<file path="src/hdl/otpps_pkg.sv">
package otpps_pkg;

    // ------------------------------------------------------------
    // timing
    // ------------------------------------------------------------
    localparam int CLK_MHZ         = 125;
    localparam int PULSE_NOM_US    = 100;
    localparam int PULSE_CYC       = PULSE_NOM_US * CLK_MHZ;
    localparam int SETUP_US        = 2;
    localparam int SETUP_CYC       = SETUP_US * CLK_MHZ;
    localparam int DFP_NS          = 130;
    localparam int DFP_CYC         = (DFP_NS * CLK_MHZ + 999) / 1000;
    localparam int OE_NS           = 150;
    localparam int OE_CYC          = (OE_NS * CLK_MHZ + 999) / 1000;
    localparam int MAX_REPULSE     = 10;
    localparam int ADDR_W          = 16;
    localparam int DATA_W          = 16;

    // ------------------------------------------------------------
    // supply levels, millivolts
    // ------------------------------------------------------------
    localparam logic [13:0] MV_OFF      = 14'h0000;
    localparam logic [13:0] MV_NOMINAL  = 14'h1388;
    localparam logic [13:0] MV_VCC_PROG = 14'h1964;
    localparam logic [13:0] MV_VPP_PROG = 14'h32c8;
    localparam logic [13:0] MV_ID       = 14'h2ee0;
    localparam int          ID_LINE_BIT = 9;
    localparam int          ID_SEL_BIT  = 0;

    typedef struct packed {
        logic [13:0] vcc_mv;
        logic [13:0] vpp_mv;
        logic        id_enable_line_hv;
    } otpps_supply_t;

    typedef struct packed {
        logic [ADDR_W-1:0] addr;
        logic              chip_enable_n;
        logic              output_enable_n;
        logic              program_strobe_n;
    } otpps_pins_t;

    typedef enum logic [1:0] {
        OTPPS_OP_PROGRAM,
        OTPPS_OP_ID_READ
    } otpps_op_t;

endpackage

</file>
<file path="src/hdl/otpps_timer.sv">
`timescale 1ns/1ns
// down counter: busy while counting, one-cycle done at expiry
module otpps_timer #(
    parameter int WIDTH = 16
) (
    // clock and reset
    input  wire logic             sys_clk,
    input  wire logic             reset_n,
    // control
    input  wire logic             start,
    input  wire logic [WIDTH-1:0] load,
    output logic                  busy,
    output logic                  done
);
    logic [WIDTH-1:0] count;

    always_ff @(posedge sys_clk) begin
        if (!reset_n) begin
            count <= '0;
            done  <= 1'b0;
        end else if (start) begin
            count <= load;
            done  <= 1'b0;
        end else begin
            done <= (count == WIDTH'(1));
            if (count != '0) begin
                count <= count - WIDTH'(1);
            end
        end
    end

    assign busy = (count != '0);
endmodule

</file>
<file path="src/hdl/otpps_sequencer.sv">
`timescale 1ns/1ns
// Contract
// - Each program strobe pulse lasts 100 us, always within 95 to 105 us.
// - The address counter is loaded with the first location before any pulse.
// - Core supply goes to 6.5 V and programming supply to 13.0 V before pulsing and stays.
// - The first pass gives exactly one pulse per address and no verify read.
// - A mismatching word gets up to 10 further pulses, each followed by a verify read.
// - A word still wrong after 10 extra pulses fails the device.
// - A verified word advances the address until every address has been checked.
// - After the loop both supplies drop to 5.0 V before the final check.
// - At nominal supplies every word is read and compared; any mismatch fails the part.
// - Core supply rises no later than and falls no earlier than the programming supply.
// - Identification reads hold other address lines low and the enable line at 12.0 V.
module otpps_sequencer #(
    parameter int                             ADDR_W     = otpps_pkg::ADDR_W,
    parameter int                             DATA_W     = otpps_pkg::DATA_W,
    parameter int                             PULSE_CYC  = otpps_pkg::PULSE_CYC,
    parameter int                             SETUP_CYC  = otpps_pkg::SETUP_CYC,
    parameter int                             MAX_REP    = otpps_pkg::MAX_REPULSE,
    parameter logic [otpps_pkg::ADDR_W-1:0]   LAST_ADDR  = 16'hffff
) (
    // clock and reset
    input  wire logic                    sys_clk,
    input  wire logic                    reset_n,
    // user command
    input  wire logic                    start,
    input  wire otpps_pkg::otpps_op_t    op,
    input  wire logic                    id_select,
    output logic                         busy,
    // source data: word for src_addr, valid same cycle
    output logic [ADDR_W-1:0]            src_addr,
    input  wire logic [DATA_W-1:0]       src_data,
    // memory pins
    output otpps_pkg::otpps_pins_t       pins,
    output logic [DATA_W-1:0]            data_out,
    output logic                         data_oe_n,
    input  wire logic [DATA_W-1:0]       data_in,
    // supplies
    output otpps_pkg::otpps_supply_t     supply,
    // status
    output logic                         done,
    output logic                         pass,
    output logic                         fail,
    output logic [DATA_W-1:0]            id_word,
    output logic [3:0]                   pulse_count
);
    typedef enum logic [3:0] {
        S_IDLE, S_VCC_UP, S_VPP_UP, S_P1_SET, S_P1_PULSE, S_V_SET, S_V_READ,
        S_V_PULSE, S_VPP_DN, S_VCC_DN, S_F_READ, S_ID_READ, S_OFF_VPP, S_OFF_VCC, S_END
    } otpps_state_t;

    localparam int TW = 16;

    otpps_state_t             state;
    otpps_state_t             next_state;
    logic [ADDR_W-1:0]        addr;
    logic [3:0]               reps;
    logic                     failed;
    logic                     id_mode;
    logic                     tmr_start;
    logic [TW-1:0]            tmr_load;
    logic                     tmr_busy;
    logic                     tmr_done;
    logic                     entering;

    function automatic logic [TW-1:0] cyc(input int n);
        return TW'(n);
    endfunction

    otpps_timer #(.WIDTH(TW)) u_timer (
        .sys_clk (sys_clk),
        .reset_n (reset_n),
        .start   (tmr_start),
        .load    (tmr_load),
        .busy    (tmr_busy),
        .done    (tmr_done)
    );

    // ------------------------------------------------------------
    // decode
    // ------------------------------------------------------------
    wire at_last    = (addr == LAST_ADDR);
    wire match      = (data_in == src_data);
    wire reps_out   = (reps == 4'(MAX_REP));
    wire pulse_st   = (state == S_P1_PULSE) || (state == S_V_PULSE);
    wire read_st    = (state == S_V_READ) || (state == S_F_READ) || (state == S_ID_READ);
    wire high_v     = (state == S_VPP_UP) || (state >= S_P1_SET && state <= S_V_PULSE);

    always_comb begin
        next_state = state;
        case (state)
            S_IDLE:     if (start) next_state = S_VCC_UP;
            // program: core supply first, programming supply only after setup; ID read raises both at once
            S_VCC_UP:   if (tmr_done) next_state = id_mode ? S_ID_READ : S_VPP_UP;
            S_VPP_UP:   if (tmr_done) next_state = S_P1_SET;
            S_P1_SET:   if (tmr_done) next_state = S_P1_PULSE;
            S_P1_PULSE: if (tmr_done) next_state = at_last ? S_V_SET : S_P1_SET;
            S_V_SET:    if (tmr_done) next_state = S_V_READ;
            S_V_READ: begin
                if (tmr_done) begin
                    if (match) next_state = at_last ? S_VPP_DN : S_V_SET;
                    else if (reps_out) next_state = S_OFF_VPP;
                    else next_state = S_V_PULSE;
                end
            end
            S_V_PULSE:  if (tmr_done) next_state = S_V_READ;
            S_VPP_DN:   if (tmr_done) next_state = S_VCC_DN;
            S_VCC_DN:   if (tmr_done) next_state = S_F_READ;
            S_F_READ:   if (tmr_done && at_last) next_state = S_OFF_VPP;
            S_ID_READ:  if (tmr_done) next_state = S_OFF_VPP;
            S_OFF_VPP:  if (tmr_done) next_state = S_OFF_VCC;
            S_OFF_VCC:  if (tmr_done) next_state = S_END;
            S_END:      next_state = S_IDLE;
            default:    next_state = S_IDLE;
        endcase
    end

    assign entering  = (next_state != state) || (state == S_F_READ && tmr_done);
    assign tmr_start = entering && next_state != S_IDLE && next_state != S_END;
    assign tmr_load  = (next_state == S_P1_PULSE || next_state == S_V_PULSE)
                     ? cyc(PULSE_CYC) : cyc(SETUP_CYC);

    // ------------------------------------------------------------
    // state and counters
    // ------------------------------------------------------------
    always_ff @(posedge sys_clk) begin
        if (!reset_n) begin
            state   <= S_IDLE;
            id_mode <= 1'b0;
        end else begin
            state <= next_state;
            if (state == S_IDLE && start) id_mode <= (op == otpps_pkg::OTPPS_OP_ID_READ);
        end
    end

    always_ff @(posedge sys_clk) begin
        if (!reset_n) begin
            addr <= '0;
            reps <= 4'h0;
        end else if (state == S_IDLE && start) begin
            addr <= '0;
            reps <= 4'h0;
        end else if (tmr_done && ((state == S_P1_PULSE && !at_last)
                     || (state == S_V_READ && match && !at_last)
                     || (state == S_F_READ && !at_last))) begin
            addr <= addr + ADDR_W'(1);
            reps <= 4'h0;
        end else if (tmr_done && (state == S_P1_PULSE || state == S_VCC_DN
                     || (state == S_V_READ && match))) begin
            addr <= '0;
            reps <= 4'h0;
        end else if (state == S_V_READ && tmr_done && !match && !reps_out) begin
            reps <= reps + 4'h1;
        end
    end

    // ------------------------------------------------------------
    // status
    // ------------------------------------------------------------
    always_ff @(posedge sys_clk) begin
        if (!reset_n) begin
            failed  <= 1'b0;
            done    <= 1'b0;
            pass    <= 1'b0;
            fail    <= 1'b0;
            id_word <= '0;
        end else begin
            if (state == S_IDLE && start) begin
                failed <= 1'b0;
                done   <= 1'b0;
                pass   <= 1'b0;
                fail   <= 1'b0;
            end
            if (state == S_V_READ && tmr_done && !match && reps_out) failed <= 1'b1;
            if (state == S_F_READ && tmr_done && !match) failed <= 1'b1;
            // identification word upper byte reads zero on the device
            if (state == S_ID_READ && tmr_done) id_word <= data_in;
            if (state == S_END) begin
                done <= 1'b1;
                pass <= !failed && !id_mode;
                fail <= failed;
            end
        end
    end

    // ------------------------------------------------------------
    // pins and supplies, registered
    // ------------------------------------------------------------
    always_ff @(posedge sys_clk) begin
        if (!reset_n) begin
            pins      <= '{addr: '0, chip_enable_n: 1'b1, output_enable_n: 1'b1,
                           program_strobe_n: 1'b1};
            data_out  <= '0;
            data_oe_n <= 1'b1;
            supply    <= '{vcc_mv: otpps_pkg::MV_OFF, vpp_mv: otpps_pkg::MV_OFF,
                           id_enable_line_hv: 1'b0};
        end else begin
            if (id_mode) begin
                // all other address lines low, select bit chosen
                pins.addr <= ADDR_W'({15'h0000, id_select}) << otpps_pkg::ID_SEL_BIT;
            end else begin
                pins.addr <= addr;
            end
            pins.chip_enable_n    <= !(state != S_IDLE && state != S_END
                                       && state != S_OFF_VCC);
            pins.output_enable_n  <= !read_st;
            pins.program_strobe_n <= !(pulse_st && tmr_busy && !tmr_done);
            data_out              <= src_data;
            // release data bus while the device drives it for a read
            data_oe_n <= !(state == S_P1_SET || state == S_P1_PULSE
                           || state == S_V_SET || state == S_V_PULSE);
            supply.id_enable_line_hv <= id_mode && (state == S_ID_READ);
            case (state)
                S_VCC_UP, S_ID_READ: begin
                    supply.vcc_mv <= id_mode ? otpps_pkg::MV_NOMINAL : otpps_pkg::MV_VCC_PROG;
                    supply.vpp_mv <= id_mode ? otpps_pkg::MV_NOMINAL : otpps_pkg::MV_OFF;
                end
                S_VPP_DN: supply.vpp_mv <= otpps_pkg::MV_NOMINAL;
                S_VCC_DN: supply.vcc_mv <= otpps_pkg::MV_NOMINAL;
                S_OFF_VPP: supply.vpp_mv <= otpps_pkg::MV_OFF;
                S_OFF_VCC: supply.vcc_mv <= otpps_pkg::MV_OFF;
                default: begin
                    if (high_v) begin
                        supply.vcc_mv <= otpps_pkg::MV_VCC_PROG;
                        supply.vpp_mv <= otpps_pkg::MV_VPP_PROG;
                    end
                end
            endcase
        end
    end

    assign busy        = (state != S_IDLE);
    assign src_addr    = addr;
    assign pulse_count = reps;
endmodule

</file>
<file path="config.mk">
export PLATFORM = sky130hd
export DESIGN_NAME = otpps_sequencer
export DESIGN_NICKNAME = d
export VERILOG_FILES = /design/src/hdl/otpps_pkg.sv /design/src/hdl/otpps_timer.sv /design/src/hdl/otpps_sequencer.sv
export SDC_FILE = /design/constraint.sdc
export NUM_CORES = 1
export LEC_CHECK = 0
export BUFFER_PORTS_ARGS = -buffer_cell sky130_fd_sc_hd__buf_2
export CAP_MARGIN = 20
export CELL_PAD_IN_SITES_DETAIL_PLACEMENT = 1
export CELL_PAD_IN_SITES_GLOBAL_PLACEMENT = 1
export CORE_MARGIN = 1
export CORE_UTILIZATION = 38
export CTS_BUF_LIST = sky130_fd_sc_hd__clkbuf_2
export DETAILED_ROUTE_END_ITERATION = 10
export HOLD_SLACK_MARGIN = 0.12
export PLACE_DENSITY = 0.77
export SETUP_SLACK_MARGIN = 0.3
export SYNTH_ARGS = -nofsm -noshare
export SYNTH_HDL_FRONTEND = slang
export SYNTH_HIERARCHICAL = 1
export SYNTH_SLANG_ARGS = --single-unit
</file>
<file path="constraint.sdc">
create_clock -name sys_clk -period 6.75 [get_ports sys_clk]
set_input_delay 0.675 -clock sys_clk [delete_from_list [all_inputs] [get_ports sys_clk]]
set_output_delay 0.675 -clock sys_clk [all_outputs]
set_load 0.03 [all_outputs]
</file>
== Yosys cells after proc, flatten, opt, wreduce, memory -nomap -nowiden ==
Index checks and enable logic that the tools add are counted.
Storage, ports and cells
  register bits after elaboration: 127
  input port bits: 38
Operators by class
  equality and inequality tests: 25
  $add $sub $neg: 3
  order comparisons: 2
  reductions and logical operators: 67
  multiplexer cells: 36
  bitwise gates (word level): 3
Operator list (count)
  14-bit one-hot mux with 4 select lines: 2
  4-bit two-way mux: 17
  16-bit two-way mux: 4
  4-bit one-hot mux with 13 select lines: 1
  4-bit equality test, second input constant: 8
  28-bit two-way mux: 1
  4-bit by 3-bit equality test with 1-bit output, second input constant: 6
  1-bit logical AND: 24
  16-bit by 1-bit adder with 16-bit output, second input constant: 1
  16-bit by 1-bit equality test with 1-bit output, second input constant: 1
  16-bit equality test: 1
  16-bit equality test, second input constant: 1
  16-bit nonzero test: 1
  4-bit nonzero test: 4
  16-bit by 1-bit subtractor with 16-bit output, second input constant: 1
  14-bit two-way mux: 1
  2-bit OR reduction: 7
  1-bit logical OR: 13
  13-bit two-way mux: 1
  12-bit two-way mux: 1
  4-bit != test, second input constant: 3
  1-bit logical NOT: 10
  4-bit by 2-bit equality test with 1-bit output, second input constant: 2
  1-bit two-way mux: 7
  other kinds (13): 18

== Logic depth before layout (Yosys ltp) ==
  depth after elaboration: 10
  mapped depth: 13
  mapped depth without buffers: 12

== Modules after synthesis ==
Netlist, hierarchy kept.
By module, submodules not included
  otpps_sequencer: area each 4076.4 um2, seq. area each 1761.7 um2, times used 1, cells an instance 456
  otpps_timer: area each 942.2 um2, seq. area each 340.3 um2, times used 1, cells an instance 111

== Least setup slack after synthesis ==
No wires, ideal clock.
  path type: reg2reg
  from: register addr[0], in the netlist src_addr[0]
  to: register u_timer.count[15]
  arrival time: 3.091 ns
  library setup time: 0.124 ns
  period minus slack after synthesis: 3.215 ns
  required time: 6.626 ns
  path slack: 3.535 ns
  stages on the path, launching flop included: 13
  cell sequence: dfxtp_1 ha_1 nand4_1 or4_1 nand2_2 nor3_1 o31ai_2 nor4_1 a211oi_1 nor2b_1 or2_2 o31ai_1 nor3_1
On the way
  cells in the longest elaborated chain, start to end: 10
  elaborated cells between the ends (all ways): 17
  classes of those cells: eq/ne: 3; mux: 8; reduce/logical: 6
RTL lines
  start, declared: line otpps_sequencer.sv:56  | logic [ADDR_W-1:0] addr;
  start signal, assigned: line otpps_sequencer.sv:146  | addr <= addr + ADDR_W'(1);
  16-bit equality test (*): line otpps_sequencer.sv:82  | wire at_last = (addr == LAST_ADDR);
  4-bit two-way mux (2 in a row): line otpps_sequencer.sv:101  | if (match) next_state = at_last ? S_VPP_DN : S_V_SET;
  4-bit two-way mux: line otpps_sequencer.sv:100  | if (tmr_done) begin
  4-bit one-hot mux with 13 select lines (*): line otpps_sequencer.sv:91  | case (state)
  4-bit != test: line otpps_sequencer.sv:118  | assign entering = (next_state != state) || (state == S_F_READ && tmr_done);
  1-bit logical OR: line otpps_sequencer.sv:118
  1-bit logical AND: line otpps_sequencer.sv:119  | assign tmr_start = entering && next_state != S_IDLE && next_state != S_END;
  1-bit logical AND (*): line otpps_sequencer.sv:119
  named net tmr_start: line otpps_sequencer.sv:60  | logic tmr_start;
  16-bit two-way mux / 2-bit nonzero test (equally long branches)
  end signal, assigned: line otpps_timer.sv:22  | count <= load;
  end signal, assigned: line otpps_timer.sv:27  | count <= count - WIDTH'(1);
  end, declared: line otpps_timer.sv:15  | logic [WIDTH-1:0] count;
Mark *: on every way through the listed nets, which the timed path passes. The rest lies on a longest branch.
A chain may end at the register's enable or synchronous reset.

== Worst setup path after layout ==
  from: register state[1]
  to: register u_timer.count[15]
On the way
  cells in the longest elaborated chain, start to end: 8
  elaborated cells between the ends (all ways): 38
  classes of those cells: eq/ne: 15; mux: 15; reduce/logical: 8
RTL lines
  start, declared: line otpps_sequencer.sv:54  | otpps_state_t state;
  start signal, assigned: line otpps_sequencer.sv:131  | state <= next_state;
  4-bit by 3-bit equality test with 1-bit output: line otpps_sequencer.sv:91
  2-bit OR reduction (no source line)
  4-bit one-hot mux with 13 select lines: line otpps_sequencer.sv:91
  4-bit != test: line otpps_sequencer.sv:118
  1-bit logical OR: line otpps_sequencer.sv:118
  1-bit logical AND: line otpps_sequencer.sv:119
  1-bit logical AND (*): line otpps_sequencer.sv:119
  named net tmr_start: line otpps_sequencer.sv:60
  16-bit two-way mux / 2-bit nonzero test (equally long branches)
Marked as above.

==> impl_metrics.json <==
{
  "drv_slew": 0,
  "drt_pass1_iterations": 4,
  "place_ws_ps": 2880,
  "antenna_found_initial": 0,
  "p_leak_nw": 2.57,
  "use_met3": 0.0335,
  "clk_pin_slew_ps": 300,
  "die_w_um": 117,
  "drc": 0,
  "hp-start": "src_data[5]",
  "vias": 4395,
  "die_area_mm2": 0.0137,
  "reg2reg_setup_slack_ps": 3060,
  "finalWirelength_mm": 13.3,
  "gr-usage-met1": 0.251,
  "worstPathArrival_ps": 4230,
  "avgSynthCellArea_um2": 8.85,
  "syn-instance-count": 567,
  "seq_area_frac_synth": 0.419,
  "ant_nets": 0,
  "fmax_mhz": 271,
  "p_per_area_mw_per_mm2": 242,
  "r2r-end": "u_timer/count[15]",
  "cp-start-kind": "register",
  "globalplace.congestion": 0.831,
  "required_ps": 7290,
  "rsz0062_at_grt": "false",
  "finalHoldViolations": 0,
  "stdcell_count": 857,
  "cts_tree": "built",
  "first_global_vias": 4353,
  "num-nets-final": 722,
  "cts_sinks": 105,
  "slew_headroom": 0.346,
  "use_met2": 0.334,
  "overflow": 0,
  "synth_cell_types": 69,
  "cts_buffers": 9,
  "htree_levels": 3,
  "grt_max_degree": 66,
  "clock_latency_ps": 630,
  "ys_warn_count": 6,
  "io_pins": 143,
  "busiest_layer": "met2",
  "hold_class": "in -> reg",
  "grt_pass1_wl_mm": 21.2,
  "worstReg2RegStart": "state[1]",
  "async_flop_share": 0,
  "die_height_um": 117,
  "ctsResizeCount": 0,
  "hold_depth": 2,
  "tightest_slew_ps": 981,
  "core_area_mm2": 0.0128,
  "mappedNetlistArea_mm2": 0.00502,
  "critPathMaxFanout": 21,
  "grt_util_all_layers": 0.199,
  "finalPower_mw": 1.41,
  "drive_gt1_frac": 0.240,
  "finClkSkew_ps": 39.4,
  "max_cap_violations": 0,
  "dpl.hpwl_mm": 9.91,
  "synth_edf_count": 0,
  "wire_per_inst_um": 15.5,
  "drt_iter0_drc": 175,
  "worst_slack_ps": 3060,
  "postCtsSetupRepairBufs": 0,
  "portBuffers": 130,
  "rr_worst_depth": 10,
  "status": "complete, no violations",
  "setup_violations": 0,
  "rows": 41,
  "holdPathEnd": "data_out[5]",
  "vdd_drop_max_mv": 0.108,
  "crit_type": "reg -> reg",
  "period_needed_ps": 3690,
  "start_util": 0.393,
  "cts_root_buffer": "clkbuf_2",
  "ys.flop_type": "dfxtp_1",
  "ys_ff_latch": 105,
  "dp_cells": 840,
  "worstSetupEndpointType": "register",
  "fin_crit_sh": 0.547,
  "final.setup.tns_ps": 0,
  "clockBufferDepth": 2,
  "vias_per_cell": 5.13,
  "syn2layout_area_growth_pct": 15.9,
  "hold_buffers": 0
}
[cells in the final DEF (no fill, tap or decap), drive strengths merged, types with 4 or more instances in the layout]
master,Yosys,final
a211oi,4,4
a31oi,4,4
clkbuf,21,9
a21boi,4,4
nor3b,5,5
nor4,13,13
xnor2,15,15
and3,4,4
o31ai,5,5
nand2b,4,4
nor2b,24,24
o21ai,32,32
mux2i,21,21
conb,2,22
inv,14,18
and2,36,36
ha,5,5
xor2,20,20
nand3,19,19
a311oi,4,4
or2,4,4
nand2,46,46
nor3,20,20
nand4,14,14
dfxtp,105,105
buf,29,131
nor2,32,32
a21oi,20,20
[registers in the layout, indices dropped and copies added (netlist names), 4 cells and up]
signal / cells
pulse_count: 4
src_addr: 16
state: 4
id_word: 16
data_out: 16
supply: 7
u_timer/count: 16
pins: 19
[synthesized netlist by cell type (all sizes together), types with 4 or more instances]
library cell	count	area share
a211oi	4	0.0060
a21boi	4	0.0060
a21oi	20	0.020
a311oi	4	0.0082
a31oi	4	0.0050
and2	36	0.045
and3	4	0.0050
buf	29	0.039
clkbuf	21	0.016
dfxtp	105	0.42
ha	5	0.012
inv	14	0.010
mux2i	21	0.042
nand2	46	0.035
nand2b	4	0.0050
nand3	19	0.020
nand4	14	0.019
nor2	32	0.024
nor2b	24	0.030
nor3	20	0.020
nor3b	5	0.0095
nor4	13	0.024
o21ai	32	0.033
o31ai	5	0.0085
or2	4	0.0055
xnor2	15	0.026
xor2	20	0.035
[per-layer routing]
metal / share of wire / vias up
met5: 0 / -
met4: 0.021 / 0
met3: 0.029 / 18
met2: 0.50 / 85
met1: 0.45 / 2128
li1: - / 2164
[metrics by stage]
| stage | instance area (um2) | hold WS [ps] | utilization |
|---|---|---|---|
| global placement | 5690 | 448 | 0.446 |
| CTS | 5810 | 201 | 0.455 |
| detailed placement | 5690 | 452 | 0.446 |
| floorplan | 5090 | 442 | - |
| global route | 5810 | 196 | 0.455 |
| finish | 5810 | 245 | 0.455 |
[cell type report]
class | instances | area (um2)
multi-input combinational | 417 | 2660
tap | 172 | 215
timing repair buffer | 131 | 658
sequential | 105 | 2100
inverter | 15 | 56.3
fill | 1575 | 6960
clock buffer | 9 | 45.0
antenna | 1 | 2.50
clock inverter | 7 | 75.1
[worst max path at each step]
stage                           start  slack, ps                 to
after global routing      src_addr[0]       2680  u_timer/count[15]
after global placement    data_in[14]       3000  u_timer/count[15]
after floorplan           src_addr[0]       3540  u_timer/count[15]
after detailed placement  data_in[14]       2880  u_timer/count[15]
final                        state[1]       3060  u_timer/count[15]
after CTS                 src_addr[0]       3030  u_timer/count[15]
[cells by family after synthesis]
group                      after synthesis  share of synthesized area
AOI/OAI and AO/OA                      101                      0.137
other                                    2                    0.00150
DFF                                    105                      0.419
xor gates and xnor gates                35                     0.0611
muxes                                   21                     0.0419
buffers and inverters                   65                     0.0661
and+or+nand+nor                        233                      0.261
adders and majority gates                5                     0.0125
[worst max-delay path, stage by stage (launching register included)]
cell and delay (ps):
dfxtp_1 930, clkinv_1 500, a41oi_1 310, o21ai_0 130
a31o_2 290, and3_1 150, a211oi_1 610, nor2b_1 210
or2_2 340, o31ai_1 70, nor3_1 70
[report_power, final]
| group | internal, mW | leakage, nW | switching [mW] |
|---|---|---|---|
| Clock | 0.0904 | 0.0743 | 0.224 |
| Combinational | 0.142 | 1.64 | 0.221 |
| Sequential | 0.668 | 0.855 | 0.0620 |
Power figures use the tool's default switching activity.
